`config.mk`:
```
export PLATFORM = sky130hd
export DESIGN_NAME = period_match_timer
export DESIGN_NICKNAME = d
export VERILOG_FILES = /design/src/shared/period_timer_pkg.sv /design/src/shared/scaler_if.sv /design/src/prescaler.sv /design/src/period_match_timer.sv
export SDC_FILE = /design/constraint.sdc
export NUM_CORES = 1
export LEC_CHECK = 0
export ABC_AREA = 1
export BUFFER_PORTS_ARGS = -buffer_cell sky130_fd_sc_hd__buf_2
export CORE_UTILIZATION = 43
export CTS_BUF_LIST = sky130_fd_sc_hd__clkbuf_2 sky130_fd_sc_hd__clkbuf_4 sky130_fd_sc_hd__clkbuf_8
export DETAILED_ROUTE_END_ITERATION = 8
export PLACE_DENSITY = 0.77
export SYNTH_ARGS = -nofsm -noshare
export SYNTH_HDL_FRONTEND = slang
export SYNTH_SLANG_ARGS = --single-unit
```
`constraint.sdc`:
```
create_clock -name CLK_SYS -period 2.6 [get_ports CLK_SYS]
set_clock_uncertainty 0.05 [all_clocks]
set_input_delay 0.52 -clock CLK_SYS [delete_from_list [all_inputs] [get_ports CLK_SYS]]
set_output_delay 0.52 -clock CLK_SYS [all_outputs]
set_load 0.02 [all_outputs]
```
`src/shared/period_timer_pkg.sv`:
```
package period_timer_pkg;
    // register byte addresses, one aligned 32-bit word each
    localparam logic [3:0] ADDR_COUNT = 4'h0;
    localparam logic [3:0] ADDR_PERIOD = 4'h4;
    localparam logic [3:0] ADDR_CONTROL = 4'h8;
    localparam logic [3:0] ADDR_FLAGS = 4'hC;
    // control field positions
    localparam int CTL_PRE_LSB = 0;
    localparam int CTL_RUN_BIT = 2;
    localparam int CTL_POST_LSB = 3;
    // flag register field position
    localparam int FLG_MATCH_BIT = 1;
    // reset values
    localparam logic [7:0] COUNT_RST = 8'h00;
    localparam logic [7:0] PERIOD_RST = 8'hFF;
    localparam logic [6:0] CONTROL_RST = 7'h00;
    // instruction clock is the system clock divided by four
    localparam int INSTR_DIV = 4;
    // prescale select encodings
    typedef enum logic [1:0] {
        PRE_DIV1 = 2'h0,
        PRE_DIV4 = 2'h1,
        PRE_DIV64 = 2'h2,
        PRE_DIV64B = 2'h3
    } prescale_t;
endpackage : period_timer_pkg

```
`src/shared/scaler_if.sv`:
```
`timescale 1ns/1ps
// carries the tick chain between the counter core and the scaler stage
interface scaler_if;
    logic instr_tick;
    logic count_tick;
    logic clear;
    logic [1:0] prescale_sel;
    modport core (input count_tick, output instr_tick, output clear, output prescale_sel);
    modport scaler (output count_tick, input instr_tick, input clear, input prescale_sel);
endinterface : scaler_if

```
`src/prescaler.sv`:
```
`timescale 1ns/1ps
// divides instruction ticks by 1, 4 or 64 into counter ticks
module prescaler (
    input wire logic clk,
    input wire logic srst,
    input wire logic ce,
    scaler_if.scaler sif
);
    logic [5:0] pre_cnt_r;
    logic [5:0] pre_cnt_nxt;
    logic [5:0] pre_limit;
    logic pre_wrap;
    logic count_tick_r;

    // 2'h3 also selects 64, as the top encoding mirrors the widest ratio
    assign pre_limit = (sif.prescale_sel == period_timer_pkg::PRE_DIV1) ? 6'h00 :
                       (sif.prescale_sel == period_timer_pkg::PRE_DIV4) ? 6'h03 : 6'h3F; // [RULE2]
    assign pre_wrap = sif.instr_tick && (pre_cnt_r >= pre_limit);
    assign pre_cnt_nxt = pre_wrap ? 6'h00 : pre_cnt_r + 6'h01;

    // prescale counter, cleared by counter writes, control writes and reset
    always_ff @(posedge clk) begin
        if (srst) begin
            pre_cnt_r <= 6'h00;
            count_tick_r <= 1'b0;
        end else if (ce) begin
            if (sif.clear) begin // [RULE12]
                pre_cnt_r <= 6'h00;
                count_tick_r <= 1'b0;
            end else begin
                if (sif.instr_tick) begin
                    pre_cnt_r <= pre_cnt_nxt;
                end
                count_tick_r <= pre_wrap; // [RULE2]
            end
        end
    end

    assign sif.count_tick = count_tick_r;
endmodule : prescaler

```
`src/period_match_timer.sv`:
```
// Contract
// [RULE1] counting clock is the instruction clock, system clock divided by four
// [RULE2] prescaler divides by one, four or sixty-four; each output increments counter
// [RULE3] counter is compared continuously with the period, counting up from zero
// [RULE4] on a match the next increment loads zero instead
// [RULE5] each match advances the postscaler by one
// [RULE6] postscaler ratios one through sixteen, one event per selected matches
// [RULE7] each postscaler event sets the match flag in the flag register
// [RULE8] counter and period registers are readable and writable at any time
// [RULE9] reset clears the counter and sets the period to all ones
// [RULE10] run bit set starts counting, clear stops it
// [RULE11] prescale and postscale selects live in the control register
// [RULE12] scaler counts clear on counter write, control write and reset
// [RULE13] control write leaves the counter untouched but clears scalers
// [RULE14] counter and period are eight bits wide
// [RULE15] with run clear nothing counts, matches, advances or sets the flag; the prescaler here still counts instruction ticks
//
// Local design decisions: register access over Wishbone and the register addresses.
`timescale 1ns/1ps
module period_match_timer #(
    parameter int COUNT_W = 8
) (
    input wire logic CLK_SYS,
    input wire logic SRST,
    input wire logic CE,
    input wire logic WB_CYC_I,
    input wire logic WB_STB_I,
    input wire logic WB_WE_I,
    input wire logic [3:0] WB_ADR_I,
    input wire logic [3:0] WB_SEL_I,
    input wire logic [31:0] WB_DAT_I,
    output logic [31:0] WB_DAT_O,
    output logic WB_ACK_O,
    output logic WB_ERR_O,
    output logic TIMER_MATCH_FLAG,
    output logic POSTSCALE_EVENT
);
    // the counter and period registers are fixed at 8 bits wide
    initial begin
        if (COUNT_W != 8) begin
            $error("period_match_timer supports only COUNT_W of 8");
        end
    end

    scaler_if sif ();

    logic [1:0] instr_div_r;
    logic instr_tick_r;
    logic [7:0] timer_count_r;
    logic [7:0] timer_count_nxt;
    logic [7:0] period_value_r;
    logic [6:0] timer_control_r;
    logic [3:0] post_cnt_r;
    logic [3:0] post_cnt_nxt;
    logic timer_match_flag_r;
    logic post_event_r;
    logic ack_r;
    logic err_r;
    logic [31:0] rdata_r;
    logic [31:0] rdata_nxt;
    logic clear_r;

    // bus decode
    wire req = WB_CYC_I && WB_STB_I && !ack_r && !err_r;
    wire lane0 = WB_SEL_I[0];
    wire hit_count = (WB_ADR_I == period_timer_pkg::ADDR_COUNT);
    wire hit_period = (WB_ADR_I == period_timer_pkg::ADDR_PERIOD);
    wire hit_control = (WB_ADR_I == period_timer_pkg::ADDR_CONTROL);
    wire hit_flags = (WB_ADR_I == period_timer_pkg::ADDR_FLAGS);
    wire mapped = hit_count || hit_period || hit_control || hit_flags;
    wire wr = req && WB_WE_I && lane0 && mapped;
    wire wr_count = wr && hit_count;
    wire wr_period = wr && hit_period;
    wire wr_control = wr && hit_control;
    wire wr_flags = wr && hit_flags;

    // control fields
    wire timer_run = timer_control_r[period_timer_pkg::CTL_RUN_BIT];
    wire [1:0] prescale_select = timer_control_r[period_timer_pkg::CTL_PRE_LSB +: 2]; // [RULE11]
    wire [3:0] postscale_select = timer_control_r[period_timer_pkg::CTL_POST_LSB +: 4]; // [RULE11]

    // match and advance terms
    wire count_step = timer_run && sif.count_tick && !clear_r; // [RULE15]
    wire match = (timer_count_r == period_value_r); // [RULE3]
    wire match_step = count_step && match; // [RULE5]
    wire post_fire = match_step && (post_cnt_r == postscale_select); // [RULE6]

    // counter next value: wrap to zero after a match
    assign timer_count_nxt = match ? period_timer_pkg::COUNT_RST
                                   : timer_count_r + 8'h01; // [RULE4]
    assign post_cnt_nxt = post_fire ? 4'h0 : post_cnt_r + 4'h1;

    // read mux, unused bits read zero
    always_comb begin
        rdata_nxt = 32'h0000_0000;
        if (hit_count) begin
            rdata_nxt[7:0] = timer_count_r; // [RULE8]
        end else if (hit_period) begin
            rdata_nxt[7:0] = period_value_r; // [RULE8]
        end else if (hit_control) begin
            rdata_nxt[6:0] = timer_control_r;
        end else if (hit_flags) begin
            rdata_nxt[period_timer_pkg::FLG_MATCH_BIT] = timer_match_flag_r;
        end
    end

    // instruction clock divider: one tick every four system clocks
    always_ff @(posedge CLK_SYS) begin
        if (SRST) begin
            instr_div_r <= 2'h0;
            instr_tick_r <= 1'b0;
        end else if (CE) begin
            instr_div_r <= instr_div_r + 2'h1; // [RULE1]
            instr_tick_r <= (instr_div_r == 2'(period_timer_pkg::INSTR_DIV - 1)); // [RULE1]
        end
    end

    // scaler clear pulse follows the write that caused it
    always_ff @(posedge CLK_SYS) begin
        if (SRST) begin
            clear_r <= 1'b0;
        end else if (CE) begin
            clear_r <= wr_count || wr_control; // [RULE12]
        end
    end

    assign sif.instr_tick = instr_tick_r;
    assign sif.clear = clear_r || wr_count || wr_control; // [RULE12]
    assign sif.prescale_sel = prescale_select;

    prescaler u_prescaler (
        .clk(CLK_SYS),
        .srst(SRST),
        .ce(CE),
        .sif(sif)
    );

    // counter: software write beats a tick in the same cycle
    always_ff @(posedge CLK_SYS) begin
        if (SRST) begin
            timer_count_r <= period_timer_pkg::COUNT_RST; // [RULE9]
        end else if (CE) begin
            if (wr_count) begin
                timer_count_r <= WB_DAT_I[7:0]; // [RULE8]
            end else if (count_step) begin // [RULE10]
                timer_count_r <= timer_count_nxt; // [RULE2]
            end
        end
    end

    // period register
    always_ff @(posedge CLK_SYS) begin
        if (SRST) begin
            period_value_r <= period_timer_pkg::PERIOD_RST; // [RULE9]
        end else if (CE && wr_period) begin
            period_value_r <= WB_DAT_I[7:0]; // [RULE8]
        end
    end

    // control register; writing it never touches the counter
    always_ff @(posedge CLK_SYS) begin
        if (SRST) begin
            timer_control_r <= period_timer_pkg::CONTROL_RST;
        end else if (CE && wr_control) begin
            timer_control_r <= WB_DAT_I[6:0]; // [RULE13]
        end
    end

    // postscaler count
    always_ff @(posedge CLK_SYS) begin
        if (SRST) begin
            post_cnt_r <= 4'h0;
        end else if (CE) begin
            if (wr_count || wr_control || clear_r) begin
                post_cnt_r <= 4'h0; // [RULE12]
            end else if (match_step) begin
                post_cnt_r <= post_cnt_nxt; // [RULE5]
            end
        end
    end

    // sticky flag: a postscale event wins over a software clear
    always_ff @(posedge CLK_SYS) begin
        if (SRST) begin
            timer_match_flag_r <= 1'b0;
            post_event_r <= 1'b0;
        end else if (CE) begin
            post_event_r <= post_fire;
            if (post_fire) begin
                timer_match_flag_r <= 1'b1; // [RULE7]
            end else if (wr_flags) begin
                timer_match_flag_r <= WB_DAT_I[period_timer_pkg::FLG_MATCH_BIT];
            end
        end
    end

    // single-cycle answer, err on unmapped address
    always_ff @(posedge CLK_SYS) begin
        if (SRST) begin
            ack_r <= 1'b0;
            err_r <= 1'b0;
            rdata_r <= 32'h0000_0000;
        end else if (CE) begin
            ack_r <= req && mapped;
            err_r <= req && !mapped;
            if (req) begin
                rdata_r <= rdata_nxt;
            end
        end
    end

    assign WB_ACK_O = ack_r;
    assign WB_ERR_O = err_r;
    assign WB_DAT_O = rdata_r;
    assign TIMER_MATCH_FLAG = timer_match_flag_r;
    assign POSTSCALE_EVENT = post_event_r;
endmodule : period_match_timer

```
==> results.sh, run 1 <==
export IMPL_outcome="completed"
export IMPL_synth_cell_type_count=37
export IMPL_maxCapViolations=0
export IMPL_timing_rr_start="timer_control_r[0]"
export IMPL_synth_top_area_share_pct=31.3
export IMPL_final_common_cell="nand2_1"
export IMPL_rows=31
export IMPL_synth_mux_area_share_pct=0
export IMPL_hold_path_class="reg2reg"
export IMPL_diodes=0
export IMPL_r2r_end="u_prescaler.pre_cnt_r[1]"
export IMPL_maxSlewHeadroom_pct=62.3
export IMPL_hold_viol_final=0
export IMPL_grt_overflow=0
export IMPL_max_freq_mhz=572
export IMPL_grt_pass1_wl_um=12200
export IMPL_io_pins=82
export IMPL_setup_tns_ps=0
export IMPL_worstPathArrival_ps=1880
export IMPL_cp_required_ps=2730
export IMPL_crit_path_end_kind="flop"
export IMPL_layout_setup_ws_ps=851
export IMPL_synth_top_family_by_area="simple AND/OR/NAND/NOR gates"
export IMPL_rrSetupSlack_ps=850
export IMPL_synth_fa_ha_area_share_pct=3.92
export IMPL_setup_viol=0
export IMPL_power_leakage_nw=1.81
export IMPL_avgSynthCellArea_sq_um=6.63
export IMPL_area_growth_pct=6.97
export IMPL_worst_pin_slew_ps=563
export IMPL_min_from="POSTSCALE_EVENT"
export IMPL_synth_warnings=0
export IMPL_grt_start_max_net_pins=23
export IMPL_clock_latency_ps=300
export IMPL_routabilityCongestion=0.839
export IMPL_drv_slew=0
export IMPL_worst_hold_slack_ps=425
export IMPL_antenna_found_initial=0
export IMPL_ys_ff_latch=50
export IMPL_synth_top_area_cell="dfxtp_1"
export IMPL_ys_seq_area_share_pct=31.3
export IMPL_synthTopCellsByArea="dfxtp_1, nand2_1, nor2_1"
export IMPL_vias=2946
export IMPL_holdPathStages=2
export IMPL_grt_pass1_vias=2709
export IMPL_gr_usage_all_layers_pct=20.1
export IMPL_final_nets=567
export IMPL_cts_sinks=50
export IMPL_drcViolationCount=0
export IMPL_cts_resized=0
export IMPL_hpwl_um=5300
export IMPL_clk_pin_slew_ps=90
export IMPL_peakVddDrop_uv=248
export IMPL_synthFlopType="dfxtp_1"
export IMPL_synth_async_sr_flop_share_pct=0
export IMPL_synth_edf_count=0
export IMPL_rsz0062_at_grt="no"
export IMPL_clockBufferDepth=2
export IMPL_crit_path_start_kind="flop"
export IMPL_cts_root_buf="clkbuf_8"
export IMPL_wl_per_cell_um=11.6
export IMPL_die_w_um=88.2
export IMPL_synth_xor_xnor_area_share_pct=3.29
export IMPL_synth_area_sq_mm=0.00319
export IMPL_core_area_sq_mm=0.00721
export IMPL_holdPathEnd="POSTSCALE_EVENT"
export IMPL_initial_core_util_pct=44.3
export IMPL_powerDensity_mw_per_mm2=421
export IMPL_synthCells=482
export IMPL_rr_worst_depth=10
export IMPL_totalWireLength_um=7090
export IMPL_drive_gt1_share_pct=13.7
export IMPL_htree_levels=2
export IMPL_cp_max_fo=3
export IMPL_ant_nets=0
export IMPL_min_period_ps=1750
export IMPL_firstDrtPassIters=4
export IMPL_final_cell_mix="nand2_1, nor2_1, inv_1, dfxtp_1, a21oi_1"
export IMPL_dp_slack_ps=598
export IMPL_cts_buffers=5
export IMPL_drt_iter0_markers=215
export IMPL_io_buffers=30
export IMPL_cts_setup_buffers=0
export IMPL_viasPerCell=4.83
export IMPL_yosys_area_share_simple_pct=31.8
export IMPL_fin_total_pwr_mw=1.44
export IMPL_die_y_um=88.2
export IMPL_synth_compound_area_share_pct=14.3
export IMPL_cts_tree="done"
export IMPL_dieArea_sq_mm=0.00778
export IMPL_path_class="reg2reg"
export IMPL_hold_buffers=0
export IMPL_layout_worst_path_cycle_share_pct=67.3
[sequential cells by signal, summed over array words and instances, names as in the netlist]
register / cells
POSTSCALE_EVENT: 1
TIMER_MATCH_FLAG: 1
WB_ACK_O: 1
WB_DAT_O: 8
WB_ERR_O: 1
clear_r: 1
instr_div_r: 2
instr_tick_r: 1
period_value_r: 8
post_cnt_r: 4
timer_control_r: 7
timer_count_r: 8
u_prescaler.pre_cnt_r: 6
u_prescaler.sif.count_tick: 1
[per-stage QoR]
stage	utilization (%)	cell area (sq um)	std cells
after floorplan	-	3280	505
after global placement	46.3	3340	603
after detailed placement	46.3	3340	603
after CTS	47.4	3420	610
after global routing	47.4	3420	610
final	47.4	3420	610
[layout make-up]
type | count | area, sq um
Timing Repair Buffer | 33 | 173
Sequential cell | 50 | 1000
Clock buffer | 5 | 68.8
Multi-Input combinational cell | 355 | 1790
Tap cell | 99 | 124
Clock inverter | 2 | 10.0
Inverter | 66 | 248
Fill cell | 771 | 3800
[critical path: stages (launching register included)]
cell	delay, ps
dfxtp_1	340
nor2_1	180
inv_1	70
ha_1	270
inv_1	30
a21boi_0	140
o21ai_0	120
a21oi_1	250
nor2_1	70
nand2_1	60
a21oi_1	50
[power breakdown]
| group | switching, mW | leakage [nW] | total (mW) | internal (mW) |
|---|---|---|---|---|
| Combinational | 0.144 | 1.36 | 0.203 | 0.0598 |
| Sequential | 0.0165 | 0.406 | 0.802 | 0.785 |
| Clock | 0.253 | 0.0438 | 0.435 | 0.181 |
[synthesized netlist by cell type, types with 2 or more instances]
cell type    n
nor2_1      61
nand3_1     12
nor2_2       2
buf_4       24
nand2_2      5
nand2_1    138
dfxtp_1     50
a211oi_2     3
xnor2_1      3
ha_1        10
buf_6        2
a21oi_2      2
nor3_1       2
nand4_1      5
nand2_4      2
buf_2        5
o211ai_1     8
inv_2        8
a21oi_1     31
o21ai_0     16
xor2_1       9
a31oi_1      7
inv_1       57
clkbuf_1     3
a211oi_1     4
nand3_2      2
[cell families (layout without fill, tap and decap cells)]
family                   Yosys count  in the layout
flip-flops                        50             50
adder cells (fa/ha/maj)           10             10
buffers and inverters            100            106
XOR/XNOR                          12             12
AND/OR/NAND/NOR                  235            235
AO/OA/AOI/OAI                     74             74
other                              1             24
[per-layer routing]
metal  vias up  part of all wire, %  track usage (%)
met2        51                   52             36.3
met1      1364                   43             24.5
met3         6                  3.7             3.30
met4         0                  1.1             6.01
li1       1525                    -                -
met5         -                    0                0
[worst max-delay path by stage]
stage	slack [ps]	cells after the start	to	startpoint
4_1_cts	870	10	u_prescaler.pre_cnt_r[1]	timer_control_r[0]
5_1_grt	610	10	u_prescaler.pre_cnt_r[0]	timer_control_r[0]
3_5_place_dp	600	9	timer_count_r[6]	WB_ADR_I[1]
6_report	850	10	u_prescaler.pre_cnt_r[1]	timer_control_r[0]
3_3_place_gp	640	9	timer_count_r[6]	WB_ADR_I[1]
2_1_floorplan	1020	9	timer_count_r[5]	WB_ADR_I[1]
No activity file was read; power rests on OpenSTA's default activity.
==> run 2, diff against run 1 <==
ABC_AREA = 0   (was 1)
PLACE_DENSITY = 0.78   (was 0.77)
clock period = 1.8 ns   (was 2.6 ns; I/O delays follow)
==> results.sh, run 2 <==
export IMPL_outcome="complete, but fails checks"
export IMPL_violations="negative setup slack"
export IMPL_slowest_stage="or4_4"
export IMPL_fin_total_pwr_mw=2.35
export IMPL_synthCells=327
export IMPL_synth_async_sr_flop_share_pct=0
export IMPL_path_cells="and4bb_2 > nand2_2 > or4_4 > buf_6 > mux2i_1 > nand2_1"
export IMPL_rsz0062_at_grt="yes"
export IMPL_p_sw_share_pct=23.6
export IMPL_area_growth_pct=28.4
export IMPL_wl_per_cell_um=15.9
export IMPL_grt_pass1_vias=2456
export IMPL_final_nets=451
export IMPL_holdPathStages=3
export IMPL_io_pins=82
export IMPL_hpwl_um=5290
export IMPL_routabilityCongestion=0.908
export IMPL_totalWireLength_um=7510
export IMPL_viasPerCell=5.59
export IMPL_ys_seq_area_share_pct=35.2
export IMPL_drt_iter0_markers=258
export IMPL_grt_start_max_net_pins=19
export IMPL_cp_max_fo=5
export IMPL_hold_viol_final=0
export IMPL_power_frac_comb_pct=10.8
export IMPL_clk_pin_slew_ps=100
export IMPL_gr_usage_all_layers_pct=20.6
export IMPL_path_class="reg2reg"
export IMPL_p_sw_mw=0.555
export IMPL_holdPathEnd="period_value_r[2]"
export IMPL_final_cell_mix="dfxtp_1, buf_4, nor2_1, buf_2, mux2i_1"
export IMPL_core_area_sq_mm=0.00639
export IMPL_synth_warnings=0
export IMPL_synthFlopType="dfxtp_1"
export IMPL_drv_slew=0
export IMPL_rrSetupSlack_ps=-30
export IMPL_cts_root_buf="clkbuf_8"
export IMPL_crit_path_start_kind="flop"
export IMPL_synth_top_area_share_pct=35.2
export IMPL_timing_rr_start="WB_ERR_O"
export IMPL_cts_tree="done"
export IMPL_grt_pass1_wl_um=11500
export IMPL_synth_cell_type_count=49
export IMPL_antenna_found_initial=0
export IMPL_critPathTopFamily="simple AND/OR/NAND/NOR gates"
export IMPL_avgSynthCellArea_sq_um=8.70
export IMPL_power_leakage_nw=1.58
export IMPL_io_buffers=30
export IMPL_min_from="WB_DAT_I[2]"
export IMPL_grt_overflow=0
export IMPL_worstPathArrival_ps=1960
export IMPL_critPathMaxStageDelay_ps=520
export IMPL_firstDrtPassIters=6
export IMPL_dpl_cell_area_sq_mm=0.00329
export IMPL_clkPwrFrac_pct=41.4
export IMPL_intPower_mw=1.80
export IMPL_die_w_um=83.4
export IMPL_fillers=530
export IMPL_setup_viol=3
export IMPL_cts_sinks=50
export IMPL_dp_cells=462
export IMPL_hold_buffers=0
export IMPL_powerDensity_mw_per_mm2=643
export IMPL_synthTopCellsByArea="dfxtp_1, mux2i_1, buf_4"
export IMPL_ant_nets=0
export IMPL_synth_edf_count=0
export IMPL_vias=2646
export IMPL_crit_path_end_kind="flop"
export IMPL_crit_buf_inv=1
export IMPL_die_y_um=83.4
export IMPL_rr_worst_depth=6
export IMPL_p_seq_share_pct=47.9
export IMPL_final_area_sq_mm=0.00365
export IMPL_synthTopCellsByCount="dfxtp_1, nor2_1, nand2_1, mux2i_1, buf_4"
export IMPL_r2r_end="period_value_r[1]"
export IMPL_dieArea_sq_mm=0.00695
export IMPL_synth_most_common_cell="dfxtp_1"
export IMPL_diodes=0
export IMPL_synth_area_sq_mm=0.00285
export IMPL_layout_setup_ws_ps=-25.5
export IMPL_clock_latency_ps=310
export IMPL_min_period_ps=1830
export IMPL_clockBufferDepth=2
export IMPL_max_freq_mhz=548
export IMPL_ys_ff_latch=50
export IMPL_final_cells=473
export IMPL_cts_buffers=5
export IMPL_drive_gt1_share_pct=33.1
export IMPL_worst_path_stages=6
export IMPL_drcViolationCount=0
export IMPL_layout_worst_path_cycle_share_pct=101
export IMPL_initial_core_util_pct=44.6
export IMPL_cp_required_ps=1930
export IMPL_final_common_cell="dfxtp_1"
export IMPL_peakVddDrop_uv=455
export IMPL_rows=29
export IMPL_synth_top_area_cell="dfxtp_1"
export IMPL_hold_path_class="in2reg"
export IMPL_maxCapViolations=0
export IMPL_htree_levels=2
-- run 2: changes by cell type after synthesis, sizes merged, moves of 10 or more --
| cell | previous run | this run |
|---|---|---|
| inv | 65 | 13 |
| a22oi | 0 | 10 |
| nand2 | 145 | 27 |
| a21oi | 33 | 13 |
| mux2i | 0 | 26 |
| nor2 | 65 | 35 |
-- run 2: metal layers --
metal | wire (um) | up-vias | track usage (%) | part of all wire, %
met5 | 0 | - | 0 | 0
li1 | - | 1250 | - | -
met3 | 468 | 7 | 3.88 | 6.2
met1 | 3320 | 1273 | 26.3 | 44
met2 | 3670 | 116 | 35.4 | 49
met4 | 53 | 0 | 5.80 | 0.71
-- run 2: worst max path at each step --
stage | from | endpoint | slack, ps
after floorplan | WB_ACK_O | timer_control_r[0] | -2
after global placement | WB_ADR_I[0] | timer_count_r[0] | -70
after detailed placement | WB_ADR_I[0] | timer_count_r[0] | -120
after CTS | timer_control_r[0] | u_prescaler.pre_cnt_r[2] | -10
after global routing | timer_control_r[1] | u_prescaler.pre_cnt_r[4] | -90
final | WB_ERR_O | period_value_r[1] | -30
-- run 2: worst reg2reg max path, cell delays in order (launching register included) --
cell	delay, ps
dfxtp_2	350
and4bb_2	310
nand2_2	70
or4_4	520
buf_6	170
mux2i_1	140
nand2_1	80
-- run 2: power groups by stage --
stage / clock [mW] / combinational [mW] / sequential [mW]
6_report: 0.972 / 0.253 / 1.13
5_1_grt: 1.02 / 0.272 / 1.13
4_1_cts: 0.980 / 0.241 / 1.12
3_5_place_dp: 0 / 0.236 / 1.15
3_3_place_gp: 0 / 0.228 / 1.15
2_1_floorplan: 0 / 0.179 / 1.16
-- run 2: per-stage QoR --
stage / setup TNS (ps) / utilization, % / setup slack, ps / hold slack (ps)
after global routing: -817 / 57.2 / -93.2 / 257
after global placement: -1040 / 51.5 / -68.7 / 407
after CTS: -20.3 / 54.9 / -12.3 / 251
after detailed placement: -2400 / 51.5 / -119 / 410
final: -34.9 / 57.2 / -25.5 / 249
after floorplan: -16.1 / - / -2.30 / 391
-- run 2: area by class of cell --
class / instances / area (sq um) / area share [%]
clock buffers: 6 / 82.6 / 2.26
clock inverters: 2 / 60.1 / 1.64
inverters: 13 / 48.8 / 1.34
multi-input cells: 250 / 1840 / 50.3
flip-flops and latches: 50 / 1010 / 27.6
well taps: 77 / 96.3 / 2.64
repair buffers: 75 / 519 / 14.2
-- run 2: timing repair --
| action | 4_1_cts | 5_1_grt |
|---|---|---|
| gates cloned | 0 | 1 |
| pin swaps | 9 | 13 |
| resized for setup | 13 | 39 |
| setup endpoints to repair | 12 | 34 |
| buffers inserted | 2 | 1 |
-- run 2: cell families after synthesis --
family	share of synthesized area, %
AO/OA/AOI/OAI	15.2
XOR/XNOR	5.23
adder cells (fa/ha/maj)	4.40
buffers and inverters	9.93
flip-flops	35.2
multiplexers	9.93
other	0.132
AND/OR/NAND/NOR	20.0
